$ cat src/hdl/pam_pkg.sv
// Constants and types for the phase and amplitude measurement converter.
// Assumes a single 10 MHz clock and an analogue comparator outside.
package pam_pkg;

  // ==========================================================================
  // Timing
  localparam int unsigned CLK_PERIOD_NS = 100;
  localparam int unsigned CONV_TIME_NS  = 16500;
  localparam int unsigned CONV_CYCLES   =
    (CONV_TIME_NS + CLK_PERIOD_NS - 1) / CLK_PERIOD_NS;
  localparam int unsigned RES_BITS      = 8;
  localparam int unsigned BIT_CYCLES    = CONV_CYCLES / RES_BITS;
  localparam int unsigned SAMPLE_CYCLES = CONV_CYCLES - RES_BITS * BIT_CYCLES;
  localparam int unsigned CNT_W         = 8;
  localparam int unsigned IDX_W         = 3;

  // ==========================================================================
  // Codes and reset values
  localparam logic [7:0] CODE_ZERO  = 8'h00;
  localparam logic [7:0] CODE_FULL  = 8'hff;
  localparam logic [7:0] CODE_MID   = 8'h80;
  localparam logic [7:0] RESULT_RST = 8'h00;
  localparam logic [2:0] IDX_MSB    = 3'h7;
  localparam logic [2:0] IDX_LSB    = 3'h0;

  // ==========================================================================
  // Types
  typedef enum logic [2:0] {
    PAM_SRC_NONE   = 3'h0,
    PAM_SRC_PHASE  = 3'h1,
    PAM_SRC_AMPL   = 3'h2,
    PAM_SRC_VDD    = 3'h3,
    PAM_SRC_VDD_A  = 3'h4,
    PAM_SRC_VDD_D  = 3'h5,
    PAM_SRC_VDD_RF = 3'h6,
    PAM_SRC_AUX    = 3'h7
  } pam_src_type;

  typedef enum logic {
    PAM_REF_ABS = 1'b0,
    PAM_REF_REL = 1'b1
  } pam_ref_type;

  typedef enum logic [1:0] {
    PAM_ST_IDLE    = 2'b00,
    PAM_ST_SAMPLE  = 2'b01,
    PAM_ST_CONVERT = 2'b11,
    PAM_ST_DONE    = 2'b10
  } pam_state_type;

  typedef struct packed {
    logic        start;
    pam_src_type src;
  } pam_cmd_type;

  typedef struct packed {
    pam_src_type mux;
    pam_ref_type ref_mode;
    logic        sample;
    logic [7:0]  dac_code;
  } pam_ctrl_type;

endpackage

$ cat src/hdl/pam_adc_measure.sv
// Control of the 8-bit measurement converter and its input multiplexer.
// Assumes an analogue comparator and reference DAC outside; the comparator
// level arrives asynchronously and is synchronised here.
// Conversion time is counted in 100 ns clock cycles, not carrier cycles.
`timescale 1ns/1ps

module pam_adc_measure (
  input  wire logic                  clk_in,
  input  wire logic                  rst_in,
  input  wire pam_pkg::pam_cmd_type  cmd_in,
  input  wire logic                  comp_in,
  output logic                       [7:0] result_out,
  output pam_pkg::pam_ctrl_type      ctrl_out,
  output logic                       busy_out,
  output logic                       done_out,
  output logic                       refused_out
);
  import pam_pkg::*;

  // ==========================================================================
  // Comparator synchroniser
  logic comp_meta;
  logic comp_sync;

  always_ff @(posedge clk_in or posedge rst_in) begin
    if (rst_in) begin
      comp_meta <= 1'b0;
      comp_sync <= 1'b0;
    end else begin
      comp_meta <= comp_in;
      comp_sync <= comp_meta;
    end
  end

  // ==========================================================================
  // State and datapath registers
  pam_state_type state;
  pam_state_type next_state;
  logic [CNT_W-1:0] cnt;
  logic [CNT_W-1:0] next_cnt;
  logic [IDX_W-1:0] bit_idx;
  logic [IDX_W-1:0] next_bit_idx;
  logic [7:0]       sar;
  logic [7:0]       next_sar;
  logic [7:0]       result;
  logic [7:0]       next_result;
  pam_src_type      src;
  pam_src_type      next_src;
  pam_ref_type      ref_mode;
  pam_ref_type      next_ref_mode;
  logic             sample;
  logic             busy;
  logic             done;
  logic             refused;

  // ==========================================================================
  // State decode
  wire logic st_idle    = (state == PAM_ST_IDLE);
  wire logic st_sample  = (state == PAM_ST_SAMPLE);
  wire logic st_convert = (state == PAM_ST_CONVERT);
  wire logic st_done    = (state == PAM_ST_DONE);
  wire logic in_work    = st_sample || st_convert;
  wire logic can_start  = st_idle || st_done;

  // ==========================================================================
  // Command decode
  wire logic cmd_take   = cmd_in.start && can_start;
  wire logic cmd_refuse = cmd_in.start && in_work;
  wire logic cmd_phase  = (cmd_in.src == PAM_SRC_PHASE);
  // Phase alone uses relative references
  wire pam_ref_type cmd_ref = cmd_phase ? PAM_REF_REL :
                                          PAM_REF_ABS;

  // ==========================================================================
  // Step timing
  // Counts reload one short, so each phase lasts its full count
  wire logic             cnt_zero   = (cnt == '0);
  wire logic             last_bit   = (bit_idx == IDX_LSB);
  wire logic             sample_end = st_sample && cnt_zero;
  wire logic             step_end   = st_convert && cnt_zero;
  wire logic             conv_end   = step_end && last_bit;
  wire logic             step_next  = step_end && !last_bit;
  wire logic [CNT_W-1:0] cnt_dec    = cnt - 1'b1;
  wire logic [CNT_W-1:0] cnt_sample = CNT_W'(SAMPLE_CYCLES - 1);
  wire logic [CNT_W-1:0] cnt_bit    = CNT_W'(BIT_CYCLES - 1);
  wire logic [IDX_W-1:0] idx_dec    = bit_idx - 1'b1;

  // ==========================================================================
  // Per-bit trial logic
  // One slice per code bit: decide the trial bit, raise the one below
  wire logic [7:0] bit_trial;
  wire logic [7:0] bit_below;
  wire logic [7:0] decided;
  wire logic [7:0] next_trial;

  for (genvar b = 0; b < RES_BITS; b++) begin : g_bit
    assign bit_trial[b]  = (bit_idx == IDX_W'(b));
    if (b < RES_BITS - 1) begin : g_below
      assign bit_below[b] = (bit_idx == IDX_W'(b + 1));
    end else begin : g_top
      assign bit_below[b] = 1'b0;
    end
    // Higher level, higher code; phase codes fall as phase grows
    assign decided[b]    = bit_trial[b] ? comp_sync : sar[b];
    assign next_trial[b] = decided[b] | bit_below[b];
  end

  // ==========================================================================
  // State machine
  always_comb begin
    next_state = state;
    case (state)
      PAM_ST_IDLE, PAM_ST_DONE: begin
        next_state = cmd_take ? PAM_ST_SAMPLE : PAM_ST_IDLE;
      end
      PAM_ST_SAMPLE: begin
        if (sample_end) begin
          next_state = PAM_ST_CONVERT;
        end
      end
      PAM_ST_CONVERT: begin
        if (conv_end) begin
          next_state = PAM_ST_DONE;
        end
      end
      default: begin
        next_state = PAM_ST_IDLE;
      end
    endcase
  end

  // ==========================================================================
  // Step counter and bit index
  always_comb begin
    next_cnt     = cnt;
    next_bit_idx = bit_idx;
    case (state)
      PAM_ST_IDLE, PAM_ST_DONE: begin
        if (cmd_take) begin
          next_cnt = cnt_sample;
        end
      end
      PAM_ST_SAMPLE: begin
        if (sample_end) begin
          next_cnt     = cnt_bit;
          next_bit_idx = IDX_MSB;
        end else begin
          next_cnt = cnt_dec;
        end
      end
      PAM_ST_CONVERT: begin
        if (!cnt_zero) begin
          next_cnt = cnt_dec;
        end else if (step_next) begin
          next_cnt     = cnt_bit;
          next_bit_idx = idx_dec;
        end
      end
      default: begin
        next_cnt     = '0;
        next_bit_idx = IDX_MSB;
      end
    endcase
  end

  // ==========================================================================
  // Trial code and result
  always_comb begin
    next_sar    = sar;
    next_result = result;
    case (state)
      PAM_ST_IDLE, PAM_ST_DONE: begin
        if (cmd_take) begin
          next_sar = CODE_ZERO;
        end
      end
      PAM_ST_SAMPLE: begin
        if (sample_end) begin
          next_sar = CODE_MID;
        end
      end
      PAM_ST_CONVERT: begin
        if (conv_end) begin
          // Full binary search ends at 00h or FFh at the rails
          next_sar    = decided;
          next_result = decided;
        end else if (step_next) begin
          next_sar = next_trial;
        end
      end
      default: begin
        next_sar = CODE_ZERO;
      end
    endcase
  end

  // ==========================================================================
  // Source and reference selection
  always_comb begin
    next_src      = src;
    next_ref_mode = ref_mode;
    case (state)
      PAM_ST_IDLE, PAM_ST_DONE: begin
        // Routing dropped between commands
        next_src      = PAM_SRC_NONE;
        next_ref_mode = PAM_REF_ABS;
        if (cmd_take) begin
          next_src      = cmd_in.src;
          next_ref_mode = cmd_ref;
        end
      end
      PAM_ST_SAMPLE, PAM_ST_CONVERT: begin
        // Held for the whole conversion
        next_src      = src;
        next_ref_mode = ref_mode;
      end
      default: begin
        next_src      = PAM_SRC_NONE;
        next_ref_mode = PAM_REF_ABS;
      end
    endcase
  end

  // ==========================================================================
  // Registers
  always_ff @(posedge clk_in or posedge rst_in) begin
    if (rst_in) begin
      state <= PAM_ST_IDLE;
    end else begin
      state <= next_state;
    end
  end

  always_ff @(posedge clk_in or posedge rst_in) begin
    if (rst_in) begin
      cnt     <= '0;
      bit_idx <= IDX_MSB;
    end else begin
      cnt     <= next_cnt;
      bit_idx <= next_bit_idx;
    end
  end

  always_ff @(posedge clk_in or posedge rst_in) begin
    if (rst_in) begin
      sar    <= CODE_ZERO;
      result <= RESULT_RST;
    end else begin
      sar    <= next_sar;
      result <= next_result;
    end
  end

  always_ff @(posedge clk_in or posedge rst_in) begin
    if (rst_in) begin
      src      <= PAM_SRC_NONE;
      ref_mode <= PAM_REF_ABS;
    end else begin
      src      <= next_src;
      ref_mode <= next_ref_mode;
    end
  end

  // ==========================================================================
  // Status flags
  // Taken from the next state so they line up with the state register
  wire logic next_sample  = (next_state == PAM_ST_SAMPLE);
  wire logic next_busy    = (next_state == PAM_ST_SAMPLE) ||
                            (next_state == PAM_ST_CONVERT);
  wire logic next_done    = (next_state == PAM_ST_DONE);
  // A refused command leaves the conversion untouched
  wire logic next_refused = cmd_refuse;

  always_ff @(posedge clk_in or posedge rst_in) begin
    if (rst_in) begin
      sample <= 1'b0;
      busy   <= 1'b0;
      done   <= 1'b0;
    end else begin
      sample <= next_sample;
      busy   <= next_busy;
      done   <= next_done;
    end
  end

  // Refusal pulse kept apart from the conversion flags
  always_ff @(posedge clk_in or posedge rst_in) begin
    if (rst_in) begin
      refused <= 1'b0;
    end else begin
      refused <= next_refused;
    end
  end

  // ==========================================================================
  // Outputs, all straight from flops
  assign result_out        = result;
  assign ctrl_out.mux      = src;
  assign ctrl_out.ref_mode = ref_mode;
  assign ctrl_out.sample   = sample;
  assign ctrl_out.dac_code = sar;
  assign busy_out          = busy;
  assign done_out          = done;
  assign refused_out       = refused;

endmodule // pam_adc_measure

$ cat config.mk
export PLATFORM = sky130hd
export DESIGN_NAME = pam_adc_measure
export DESIGN_NICKNAME = d
export VERILOG_FILES = /design/src/hdl/pam_pkg.sv /design/src/hdl/pam_adc_measure.sv
export SDC_FILE = /design/constraint.sdc
export NUM_CORES = 1
export LEC_CHECK = 0
export CORE_UTILIZATION = 38
export DETAILED_ROUTE_END_ITERATION = 10
export DONT_BUFFER_PORTS = 1
export PLACE_DENSITY_LB_ADDON = 0.15
export SLEW_MARGIN = 30
export SYNTH_ARGS = -nofsm -noshare
export SYNTH_HDL_FRONTEND = slang
export SYNTH_SLANG_ARGS = --single-unit
$ cat constraint.sdc
create_clock -name clk_in -period 2.05 [get_ports clk_in]
set_input_delay 0.205 -clock clk_in [delete_from_list [all_inputs] [get_ports clk_in]]
set_output_delay 0.205 -clock clk_in [all_outputs]
set_load 0.02 [all_outputs]
==> results by group <==
Floorplan
  – Die ar.: between 0.005 and 0.006 mm²
  – Chip height: 74.5 µm
  – I/O pins: 31
  – Row count: 26
  – Starting Density: around 39%
  – Placeable Area: between 0.005 and 0.006 mm²
  – Die width: 74.5 µm

Pwr
  – Final Power: roughly 3200 µW
  – Peak VDD IR: around 0.6 mV
  – Sw Ratio: 40.9%
  – Register share of total power: a little under half
  – Clk pwr share: a little under a fifth
  – Comb pwr share: 33.5%
  – Internal power: ~1900 µW
  – LEAKAGE: roughly 0.00099 µW
  – Cell area power density: approximately 1400 mW/mm²
  – Sw Pwr: between 1000 and 1500 µW

Routing
  – Routed WL per cell: 14.7 µm
  – Via-per-instance ratio: 5.34
  – Antenna viol nets, final: 0
  – 1st-iter DRT viols: 178
  – Routed WL: about 4 mm
  – Via count: 1473
  – DRC viols: 0
  – Initial DRT Pass Iterations: 4

Global routing
  – Largest net degree at the start of global routing: 40
  – Vias in the first global route: 1419
  – Gr usage total: around 17%
  – First-pass GRT wire length: a little under 7 mm
  – Antenna violations before repair: 0
  – Gr ovfl total: 0

STA
  – Fin Setup TNS: 0 ps
  – Hold Vio Cnt, Final: 0
  – Final setup viols: 0
  – Crit share post-route: between 90% and 100%
  – Slew Limit Fails: 0
  – RSZ-0062 raised after global routing: no
  – Max Clock Freq: between 500 and 600 MHz
  – Fin crit period: between 1500 and 2000 ps
  – Worst-Margin Slew: approximately 490 ps
  – Worst slew margin: between 60% and 70%
  – Setup ws final: 131 ps
  – Final Skew: about 6.2 ps

Synth
  – Syn nets: 209
  – Synth unique cells: 54
  – EDFF count, synth: 0
  – Synthesized flop and latch total: 39
  – Share of the yosys chip area belonging to registers: about half
  – Syn Std Cell Area: 0.00200 mm²
  – Main synth FF type: dfrtp_1
  – Synthesized instance count: slightly below 200
  – FFs w/ async S/R, synth: 100%
  – Syn Area/Cell: 10.3 µm²
  – Yosys warns: 0

Finish
  – Synth-to-Final Area Change: 11.7%
  – # diodes: 0
  – Fraction of layout cells with a size suffix above 1: approximately a fifth
  – Finished Layout Cells: between 200 and 300
  – Nets: 220

Clock network
  – Clock latency on the worst-skew pair: 280 ps
  – Clk slew on worst S/H paths: ~70 ps
  – # resized after CTS: 0
  – Sink Count: 39
  – Root Driver: clkbuf_8
  – CTS Buf Count: 5
  – CTS tree: built
  – H-Tree Depth: 2
  – CTS max path bufs: 2

Placed design
  – Pre-CTS WS: 132 ps
  – Placer congestion estimate: between 0.8 and 0.9
  – Detailed-placement wirelength estimate: roughly 3.0 mm
  – Placed insts: 266
  – IO Port Bufs: 0

Worst hold path
  – Worst min-delay path class: input port to register

Critical path
  – Crit Path Max Fanout: 5
  – Critical Path AT: ~2100 ps
  – Critical path class: register to register
  – Type of origin of the critical path: register
  – Worst Setup End Kind: register
  – CP required: roughly 2200 ps

Status
  – Status: finished, final reports clean

Job
  – Max Cap Violations: 0
[state kept, by name, indices dropped and copies added (netlist names)]
register,cells
state,2
ref_mode,1
src,3
comp_sync,1
bit_idx,3
comp_meta,1
busy_out,1
refused_out,1
result_out,8
cnt,8
sample,1
done_out,1
sar,8
[cells in the mapped netlist (2+ instances only)]
cell	n	area share [%]
nor4b_2	2	1.5
and3_1	2	0.63
o22a_1	4	1.8
nor2b_1	2	0.63
dfrtp_1	36	45
nand2_1	20	3.8
o21ai_1	5	1.3
dfstp_2	3	3.9
a21oi_1	8	2.0
o21ai_0	12	3.0
a22o_1	4	1.8
buf_4	2	0.75
inv_1	11	2.1
buf_6	2	1.1
a31oi_1	3	0.94
mux2i_1	4	2.0
nand2b_1	4	1.3
nand3_1	4	1.0
a211o_1	2	0.88
clkbuf_1	3	0.56
inv_2	3	0.56
ha_1	7	4.4
nor3_1	4	1.0
nor2_1	15	2.8
or4_2	2	0.88
mux2_2	3	1.7
[final timing paths]
kind | startpoint | endpoint | slack, ps | depth (start not counted)
max | cnt[0] | cnt[6] | 130 | 6
min | cmd_in[2] | ref_mode | 20 | 1
max reg2reg | cnt[0] | cnt[6] | 130 | 6
min reg2reg | comp_meta | comp_sync | 350 | 0
max in group asynchronous | rst_in | bit_idx[0] | 1210 | 3
min in group asynchronous | rst_in | result_out[6] | 470 | 3
[logic make-up after synthesis]
logic type	after synthesis	synth area share, %
AND/OR/NAND/NOR	68	19.1
AO/OA/AOI/OAI	50	17.3
flip-flops	39	49.0
buffers and inverters	22	5.32
multiplexers	8	4.44
adder cells (fa/ha/maj)	7	4.38
XOR/XNOR	1	0.438
[metrics by stage]
step | hold slack [ps] | instance area, µm² | utilization (%)
final | 23.5 | 2230 | 44.0
after global routing | 18.1 | 2230 | 44.0
after CTS | 4.38 | 2220 | 43.8
after detailed placement | 237 | 2100 | 41.4
after global placement | 237 | 2100 | 41.4
after floorplan | 236 | 2000 | -
[layout by cell type, fill, tap and decap left out, drive strengths merged, types with 2 or more instances in the layout]
cell type and n:
dfstp 3, nor3 5, a31oi 3, dlygate4sd3 3
and3 3, clkbuf 6, nor4b 2, or4 2
inv 14, nand2 20, mux2i 4, nor2 17
dfrtp 36, nor2b 2, a22o 4, a21oi 8
o21ai 19, or4b 2, ha 7, mux2 4
buf 9, nand2b 4, a211o 2, nand3 5
o22a 4
[critical path, cell delays in order, from the launching register on]
cell     delay, ps
dfrtp_1        390
inv_1          140
ha_1           180
or4b_4         520
o21ai_4        250
nor3_1          80
a211o_1        260
[timing repair]
action / CTS / global route
hold buffers: 2 / 1
setup endpoints to repair: 0 / 1
endpoints found under the hold margin: 37 / 1
setup buffers: 0 / 0
[power by group through the flow]
stage | Clock, µW | Combinational, µW | Sequential, µW
floorplan | 0 | 904 | 1450
global placement | 0 | 1040 | 1550
detailed placement | 0 | 1070 | 1570
CTS | 623 | 1080 | 1550
global route | 661 | 1210 | 1600
finish | 600 | 1080 | 1540
[layout make-up]
class,instances,area [µm²]
multi-input combinational,134,913
clock inverter,1,30.0
clock buffer,6,72.6
inverter,14,52.6
fill,490,2840
timing repair buffer,12,97.6
tap,70,87.6
sequential,39,980
[per-layer routing]
| layer | vias up | GRT usage, % | part of all wire [%] |
|---|---|---|---|
| met1 | 730 | 21.1 | 45 |
| met4 | 0 | 5.66 | 0.99 |
| met5 | - | 0 | 0 |
| met2 | 28 | 26.7 | 50 |
| li1 | 711 | - | - |
| met3 | 4 | 4.88 | 3.8 |
Power figures use the tool's default switching activity.
